`config.mk`:
```
export PLATFORM = sky130hd
export DESIGN_NAME = cms_regs
export DESIGN_NICKNAME = d
export VERILOG_FILES = /design/src/cms_pkg.sv /design/src/cms_regs.sv
export SDC_FILE = /design/constraint.sdc
export NUM_CORES = 1
export LEC_CHECK = 0
export ABC_AREA = 1
export ABC_CLOCK_PERIOD_IN_PS = 900
export BUFFER_PORTS_ARGS = -buffer_cell sky130_fd_sc_hd__buf_2
export CAP_MARGIN = 20
export CORE_MARGIN = 5
export CORE_UTILIZATION = 41
export DETAILED_ROUTE_END_ITERATION = 8
export PLACE_DENSITY = 0.73
export SETUP_SLACK_MARGIN = 0.05
export SYNTH_ARGS = -nofsm -noshare
export SYNTH_HDL_FRONTEND = slang
export SYNTH_SLANG_ARGS = --single-unit
```
`constraint.sdc`:
```
create_clock -name core_clk_in -period 0.9 [get_ports core_clk_in]
set_input_delay 0.045 -clock core_clk_in [delete_from_list [all_inputs] [get_ports core_clk_in]]
set_output_delay 0.045 -clock core_clk_in [all_outputs]
set_load 0.05 [all_outputs]
```
`src/cms_pkg.sv`:
```
/*
  Constants and carrier types for the comparator mode and input select bank.
  Assumes an 8-bit special-function register bus with a one-cycle write strobe.
*/
package cms_pkg;
  localparam logic [7:0] CMS_MODE1_ADDR   = 8'h9c;
  localparam logic [7:0] CMS_SEL0_ADDR    = 8'h9f;
  localparam logic [7:0] CMS_MODE1_RESET  = 8'h82;
  localparam logic [7:0] CMS_SEL0_RESET   = 8'hff;
  localparam logic [7:0] CMS_MODE1_FIXED1 = 8'h80;
  localparam logic [7:0] CMS_MODE1_WMASK  = 8'h33;
  localparam int         CMS_RISE_EN_BIT  = 5;
  localparam int         CMS_FALL_EN_BIT  = 4;
  localparam logic [3:0] CMS_SEL_TOUCH    = 4'hc;
  localparam logic [3:0] CMS_SEL_HALF     = 4'hd;
  localparam logic [3:0] CMS_SEL_PIN_MAX  = 4'h7;
  localparam logic [3:0] CMS_NEG_RSV      = 4'h7;

  // Decoded routing state of one multiplexer.
  typedef struct packed {
    logic       pin;
    logic [2:0] pin_idx;
    logic       touch;
    logic       half;
    logic       rsvd;
  } cms_route_t;

  // Whole register state.
  typedef struct packed {
    logic [7:0] mode1;
    logic [7:0] sel0;
    logic [7:0] rdata;
    logic       irq;
    logic       half_en;
    logic       touch_pos;
    logic       touch_neg;
    logic [1:0] timer_sel;
    cms_route_t pos;
    cms_route_t neg;
  } cms_state_t;
endpackage

```
`src/cms_regs.sv`:
```
/*
  Comparator 1 mode register and comparator 0 input select register.
  Assumes a synchronous register bus on core_clk_in; flags and the other
  comparator's selects arrive from logic on the same clock.
*/
`timescale 1ns/10ps
`default_nettype none
module cms_regs
  import cms_pkg::*;
(
  // Clock and reset.
  input  wire logic       core_clk_in,
  input  wire logic       nrst_in,
  // Register bus.
  input  wire logic [7:0] addr_in,
  input  wire logic       wr_in,
  input  wire logic [7:0] wdata_in,
  output var  logic [7:0] rdata_out,
  // Comparator 1 edge flags, the other comparator's selects and the timer route.
  input  wire logic       cmp1_rise_flag_in,
  input  wire logic       cmp1_fall_flag_in,
  input  wire logic [7:0] cmp1_sel_in,
  input  wire logic [1:0] timer_route_in,
  // Analog and timer controls.
  output var  logic [7:0] cmp1_mode_reg_out,
  output var  logic [7:0] cmp0_input_sel_reg_out,
  output var  logic       cmp1_irq_out,
  output var  logic       half_div_en_out,
  output var  logic       touch_pos_out,
  output var  logic       touch_neg_out,
  output var  logic [1:0] timer_route_out,
  output var  logic [3:0] pos_pin_out,
  output var  logic [3:0] neg_pin_out
);
  cms_state_t s_q;
  cms_state_t s_d;

  // Refuses mode constants whose fixed-one bit could be written away or is missing after reset.
  if (((CMS_MODE1_WMASK & CMS_MODE1_FIXED1) != 8'h00)
      || ((CMS_MODE1_RESET & CMS_MODE1_FIXED1) != CMS_MODE1_FIXED1))
  begin : g_const_check
    $error("Mode register constants inconsistent.");
  end

  // Decodes a select code into its route; the negative side has an extra reserved code.
  function automatic cms_route_t decode(input logic [3:0] c, input logic neg);
    cms_route_t r;
    r.pin     = (c <= CMS_SEL_PIN_MAX) && !(neg && c == CMS_NEG_RSV);
    r.pin_idx = c[2:0];
    r.touch   = (c == CMS_SEL_TOUCH);
    r.half    = (c == CMS_SEL_HALF);
    r.rsvd    = !r.pin && (c < CMS_SEL_TOUCH);
    return r;
  endfunction

  // Next-state logic: masked mode write, unmasked select write, read mux and decoded controls.
  always_comb
  begin
    s_d = s_q;
    if (wr_in && addr_in == CMS_MODE1_ADDR)
    begin
      s_d.mode1 = (wdata_in & CMS_MODE1_WMASK) | CMS_MODE1_FIXED1;
    end
    if (wr_in && addr_in == CMS_SEL0_ADDR)
    begin
      s_d.sel0 = wdata_in;
    end
    case (addr_in)
      CMS_MODE1_ADDR: s_d.rdata = s_q.mode1;
      CMS_SEL0_ADDR:  s_d.rdata = s_q.sel0;
      default:        s_d.rdata = 8'h00;
    endcase
    s_d.pos = decode(s_d.sel0[3:0], 1'b0);
    s_d.neg = decode(s_d.sel0[7:4], 1'b1);
    s_d.irq = (cmp1_rise_flag_in && s_d.mode1[CMS_RISE_EN_BIT])
            || (cmp1_fall_flag_in && s_d.mode1[CMS_FALL_EN_BIT]);
    s_d.half_en = s_d.pos.half || s_d.neg.half
               || cmp1_sel_in[3:0] == CMS_SEL_HALF || cmp1_sel_in[7:4] == CMS_SEL_HALF;
    s_d.touch_pos = s_d.neg.touch && s_d.pos.pin;
    s_d.touch_neg = s_d.pos.touch && s_d.neg.pin;
    s_d.timer_sel = timer_route_in;
  end

  // State register.
  always_ff @(posedge core_clk_in or negedge nrst_in)
  begin
    if (!nrst_in)
    begin
      s_q       <= '0;
      s_q.mode1 <= CMS_MODE1_RESET;
      s_q.sel0  <= CMS_SEL0_RESET;
    end
    else
    begin
      s_q <= s_d;
    end
  end

  // Outputs straight from the state register.
  always_comb
  begin
    rdata_out              = s_q.rdata;
    cmp1_mode_reg_out      = s_q.mode1;
    cmp0_input_sel_reg_out = s_q.sel0;
    cmp1_irq_out           = s_q.irq;
    half_div_en_out        = s_q.half_en;
    touch_pos_out          = s_q.touch_pos;
    touch_neg_out          = s_q.touch_neg;
    timer_route_out        = s_q.timer_sel;
    pos_pin_out            = {s_q.pos.pin, s_q.pos.pin_idx};
    neg_pin_out            = {s_q.neg.pin, s_q.neg.pin_idx};
  end

  // Checks on the register behaviour.
  property p_bit7_one;
    @(posedge core_clk_in) disable iff (!nrst_in) s_q.mode1[7];
  endproperty
  a_bit7_one: assert property (p_bit7_one) else $error("Mode bit 7 not one.");
  property p_bit6_zero;
    @(posedge core_clk_in) disable iff (!nrst_in) !s_q.mode1[6];
  endproperty
  a_bit6_zero: assert property (p_bit6_zero) else $error("Mode bit 6 not zero.");
  property p_bits32_zero;
    @(posedge core_clk_in) disable iff (!nrst_in) s_q.mode1[3:2] == 2'b00;
  endproperty
  a_bits32_zero: assert property (p_bits32_zero) else $error("Mode bits 3:2 not zero.");
  property p_rise_en;
    @(posedge core_clk_in) disable iff (!nrst_in)
      wr_in && addr_in == CMS_MODE1_ADDR |=> cmp1_mode_reg_out[5] == $past(wdata_in[5]);
  endproperty
  a_rise_en: assert property (p_rise_en) else $error("Rise enable not stored.");
  property p_fall_en;
    @(posedge core_clk_in) disable iff (!nrst_in)
      wr_in && addr_in == CMS_MODE1_ADDR |=> cmp1_mode_reg_out[4] == $past(wdata_in[4]);
  endproperty
  a_fall_en: assert property (p_fall_en) else $error("Fall enable not stored.");
  property p_mode_sel;
    @(posedge core_clk_in) disable iff (!nrst_in)
      wr_in && addr_in == CMS_MODE1_ADDR |=> cmp1_mode_reg_out[1:0] == $past(wdata_in[1:0]);
  endproperty
  a_mode_sel: assert property (p_mode_sel) else $error("Mode select not stored.");
  property p_sel0;
    @(posedge core_clk_in) disable iff (!nrst_in)
      wr_in && addr_in == CMS_SEL0_ADDR |=> cmp0_input_sel_reg_out == $past(wdata_in);
  endproperty
  a_sel0: assert property (p_sel0) else $error("Input select not stored.");
  property p_half;
    @(posedge core_clk_in) disable iff (!nrst_in)
      $past(nrst_in) |-> half_div_en_out == (cmp0_input_sel_reg_out[3:0] == CMS_SEL_HALF
      || cmp0_input_sel_reg_out[7:4] == CMS_SEL_HALF || $past(cmp1_sel_in[3:0]) == CMS_SEL_HALF
      || $past(cmp1_sel_in[7:4]) == CMS_SEL_HALF);
  endproperty
  a_half: assert property (p_half) else $error("Divider enable wrong.");
  property p_touch;
    @(posedge core_clk_in) disable iff (!nrst_in)
      touch_neg_out |-> cmp0_input_sel_reg_out[3:0] == CMS_SEL_TOUCH && neg_pin_out[3];
  endproperty
  a_touch: assert property (p_touch) else $error("Touch sense wrong.");
  property p_irq;
    @(posedge core_clk_in) disable iff (!nrst_in)
      cmp1_rise_flag_in && cmp1_mode_reg_out[5] && !(wr_in && addr_in == CMS_MODE1_ADDR)
      |=> cmp1_irq_out;
  endproperty
  a_irq: assert property (p_irq) else $error("Interrupt missing.");

  // Level, readback, routing and decode checks; all but the reserved-code and touch checks skip the first cycle after reset.
  property p_irq_level;
    @(posedge core_clk_in) disable iff (!nrst_in)
      $past(nrst_in) |-> cmp1_irq_out ==
      (($past(cmp1_rise_flag_in) && cmp1_mode_reg_out[CMS_RISE_EN_BIT])
      || ($past(cmp1_fall_flag_in) && cmp1_mode_reg_out[CMS_FALL_EN_BIT]));
  endproperty
  a_irq_level: assert property (p_irq_level) else $error("Interrupt level wrong.");
  property p_timer;
    @(posedge core_clk_in) disable iff (!nrst_in)
      $past(nrst_in) |-> timer_route_out == $past(timer_route_in);
  endproperty
  a_timer: assert property (p_timer) else $error("Timer route not passed.");
  property p_rdata_mode;
    @(posedge core_clk_in) disable iff (!nrst_in)
      $past(nrst_in) && $past(addr_in) == CMS_MODE1_ADDR |-> rdata_out == $past(cmp1_mode_reg_out);
  endproperty
  a_rdata_mode: assert property (p_rdata_mode) else $error("Mode readback wrong.");
  property p_rdata_sel;
    @(posedge core_clk_in) disable iff (!nrst_in)
      $past(nrst_in) && $past(addr_in) == CMS_SEL0_ADDR |-> rdata_out == $past(cmp0_input_sel_reg_out);
  endproperty
  a_rdata_sel: assert property (p_rdata_sel) else $error("Select readback wrong.");
  property p_rdata_none;
    @(posedge core_clk_in) disable iff (!nrst_in)
      $past(nrst_in) && $past(addr_in) != CMS_MODE1_ADDR && $past(addr_in) != CMS_SEL0_ADDR
      |-> rdata_out == 8'h00;
  endproperty
  a_rdata_none: assert property (p_rdata_none) else $error("Unmapped readback not zero.");
  property p_pin_pos;
    @(posedge core_clk_in) disable iff (!nrst_in)
      $past(nrst_in) |-> pos_pin_out ==
      {cmp0_input_sel_reg_out[3:0] <= CMS_SEL_PIN_MAX, cmp0_input_sel_reg_out[2:0]};
  endproperty
  a_pin_pos: assert property (p_pin_pos) else $error("Positive pin route wrong.");
  property p_pin_neg;
    @(posedge core_clk_in) disable iff (!nrst_in)
      $past(nrst_in) |-> neg_pin_out ==
      {cmp0_input_sel_reg_out[7:4] < CMS_NEG_RSV, cmp0_input_sel_reg_out[6:4]};
  endproperty
  a_pin_neg: assert property (p_pin_neg) else $error("Negative pin route wrong.");
  property p_rsvd_pos;
    @(posedge core_clk_in) disable iff (!nrst_in)
      s_q.pos.rsvd |-> !s_q.pos.pin && !s_q.pos.touch && !s_q.pos.half;
  endproperty
  a_rsvd_pos: assert property (p_rsvd_pos) else $error("Reserved positive code routed.");
  property p_rsvd_neg;
    @(posedge core_clk_in) disable iff (!nrst_in)
      s_q.neg.rsvd |-> !s_q.neg.pin && !s_q.neg.touch && !s_q.neg.half;
  endproperty
  a_rsvd_neg: assert property (p_rsvd_neg) else $error("Reserved negative code routed.");
  property p_touch_pos;
    @(posedge core_clk_in) disable iff (!nrst_in)
      touch_pos_out |-> cmp0_input_sel_reg_out[7:4] == CMS_SEL_TOUCH && pos_pin_out[3];
  endproperty
  a_touch_pos: assert property (p_touch_pos) else $error("Positive touch sense wrong.");

  // Main scenarios that the bench is expected to reach.
  c_irq: cover property (@(posedge core_clk_in) disable iff (!nrst_in) cmp1_irq_out);
  c_half: cover property (@(posedge core_clk_in) disable iff (!nrst_in) half_div_en_out);
  c_touch: cover property (@(posedge core_clk_in) disable iff (!nrst_in) touch_pos_out);
  c_touch_neg: cover property (@(posedge core_clk_in) disable iff (!nrst_in) touch_neg_out);
  c_rsvd: cover property (@(posedge core_clk_in) disable iff (!nrst_in) s_q.neg.rsvd || s_q.pos.rsvd);
endmodule
`default_nettype wire

```
==> results.ini <==
[final_layout]
final_cell_mix = buf_6 (50), buf_2 (30), dfrtp_1 (22), nand2_2 (21), nand2_1 (13)
layout.nets = 288
final_common_cell = buf_6
drive_above_1_share_pct = 69.4
seq_area_um2 = 866
multi_input_area_um2 = 579
diodes = 0
fillers = 182
synthToLayoutAreaGrowth_pct = 89.2

[timing]
min_period_ns = 1.19
hold_ws_ns = -0.00983
finalHoldViolCount = 1
slew_violations = 0
skew_ns = 0.0109
setup_viol = 59
worst_slack_ns = -0.289
max_freq_mhz = 841
rsz0062_at_grt = true
fin_crit_sh_pct = 132
setup_tns_ns = -5.78

[power_and_ir_drop]
cellPowerDensity_nw_per_um2 = 1340
vdd_ir_drop_max_uv = 1270
p_leak_nw = 1.37

[global_routing]
grt_use_met2_pct = 34.0
grtUsageMet3_pct = 5.80
grt_pass1_vias = 1488
grt_antenna_before_repair = 0
grtUsageMet1_pct = 20.8
overflow = 0
grt_pass1_wl_um = 7230
grt_start_max_net_pins = 35
grt_usage_pct = 18.9
grt-busiest-layer = met2

[placed_design]
io_buffers = 64
gp_congestion = 0.851
dpl.hpwl_um = 2720

[synthesis]
ys_warn_count = 0
syn_avg_cell_area_um2 = 9.86
netlist_area_um2 = 1450
synthTopCellsByArea = dfrtp_1 (43%), dfstp_2 (16%), nand2_1 (8.0%)
synth_seq_area_share_pct = 59.4
post-synth-top-area-cell = dfrtp_1
synth_top_area_share_pct = 43.1
syn_inst = 147
yosys.cell_types.count = 24
ys_seq_elements = 34

[route]
final_antenna_net_count = 0
via_per_inst = 4.88
via_count = 1483
drc_errors = 0
post_drt_wl_per_cell_um = 16.9
firstDrtPassIters = 4
drtIter0Drc = 130
routed_wl_um = 5130

[die]
die-area_um2 = 4830
top_level_ports = 69
num_rows = 21
start_util_pct = 42.8
die_w_um = 69.5
coreArea_um2 = 3390
die_h_um = 69.5

[critical_path]
crit_path_max_fanout = 2
worstSetupPathType = flop to primary output
start_kind = flop
rrSetupSlack_ns = -0.25
cp.required_ns = 0.85
cp-end-kind = primary output
crit_arrival_ns = 1.14

[clocking]
h-tree-depth = 2
cts_max_path_buffers = 2
cts_root_buf = clkbuf_4
clock-sinks = 34
cts_buffers = 5
clk_latency_ns = 0.35
cts.clk_slew.worst_paths_ns = 0.10
cts_tree = yes

[outcome]
status = finished with violations
failed_checks = hold timing, setup timing

[run]
drv_cap = 0

[worst_hold_path]
hold_path.class = input pin to flop

-- state kept, by name, indices dropped and copies added, names as in the netlist --
register / cells
half_div_en_out: 1
rdata_out: 8
cmp1_irq_out: 1
cmp1_mode_reg_out: 4
pos_pin_out: 4
neg_pin_out: 4
touch_neg_out: 1
timer_route_out: 2
touch_pos_out: 1
cmp0_input_sel_reg_out: 8
-- power breakdown --
group          total [mW]  internal [mW]  switching, mW
Combinational       0.915          0.389          0.526
Clock                1.12          0.582          0.534
Sequential           1.65           1.61         0.0492
-- stage by stage --
| step | utilization, % | total power [mW] | cell area [um^2] | instances | setup slack, ns |
|---|---|---|---|---|---|
| global route | 81.0 | 3.84 | 2740 | 304 | -0.327 |
| global placement | 59.9 | 2.31 | 2030 | 275 | -0.305 |
| finish | 81.0 | 3.69 | 2740 | 304 | -0.289 |
| floorplan | - | 2.06 | 1490 | 149 | -0.265 |
| CTS | 76.6 | 3.61 | 2600 | 299 | -0.281 |
| detailed placement | 59.9 | 2.31 | 2030 | 275 | -0.328 |
-- critical path: stages, from the launching register on --
cell	delay (ns)
dfstp_2	0.56
buf_6	0.10
buf_8	0.13
-- area by class of cell --
type	count	area share, %
clock buffers	5	1.37
clock inverters	3	1.64
inverters	24	4.10
multi-input cells	84	21.1
flip-flops and latches	34	31.6
well taps	46	2.10
repair buffers	108	38.1
-- repair_timing --
action                     4_1_cts  5_1_grt
hold buffers                     7        0
hold endpoints to repair        39        0
pin swaps                       13       12
gates resized for setup        112       36
setup endpoints to repair       60       65
setup buffers                   15       11
-- routing by layer --
layer	part of all wire (%)	vias up	routed length [um]
li1	-	676	-
met1	36	727	1830
met2	56	67	2850
met3	5.9	13	302
met4	2.8	0	144
met5	0	-	0
-- cells by family after synthesis --
family	synth area share, %
other cells	0.518
compound gates	5.01
buf+inv	9.66
flops	59.4
simple gates	25.4
-- final timing paths --
kind / startpoint / end / cells after the start
worst min register to register: cmp1_mode_reg_out[1]$_DFFE_PN1P_ / cmp1_mode_reg_out[1]$_DFFE_PN1P_ / 3
worst min-delay path: cmp1_sel_in[2] / half_div_en_out$_DFF_PN0_ / 3
worst max-delay path: cmp0_input_sel_reg_out[1]$_DFF_PN1_ / cmp0_input_sel_reg_out[1] / 2
min in group asynchronous: nrst_in / rdata_out[7]$_DFF_PN0_ / 3
max in group asynchronous: nrst_in / cmp0_input_sel_reg_out[1]$_DFF_PN1_ / 3
worst max register to register: cmp0_input_sel_reg_out[6]$_DFF_PN1_ / half_div_en_out$_DFF_PN0_ / 6
-- Yosys cell counts --
library cell	count
nand3_4	1
nand2_1	31
a41oi_1	1
nand4_1	9
o21ai_2	1
conb_1	2
buf_4	6
nand4_2	1
buf_2	1
inv_1	23
o211ai_1	1
nand2_2	9
inv_2	1
a32o_1	2
nor2_1	9
nand3_1	4
nor2_2	1
nor3_1	1
o21a_1	1
nor3_2	1
nor2_4	3
dfrtp_1	25
dfstp_2	9
o21ai_0	4
Power figures use the tool's default switching activity.
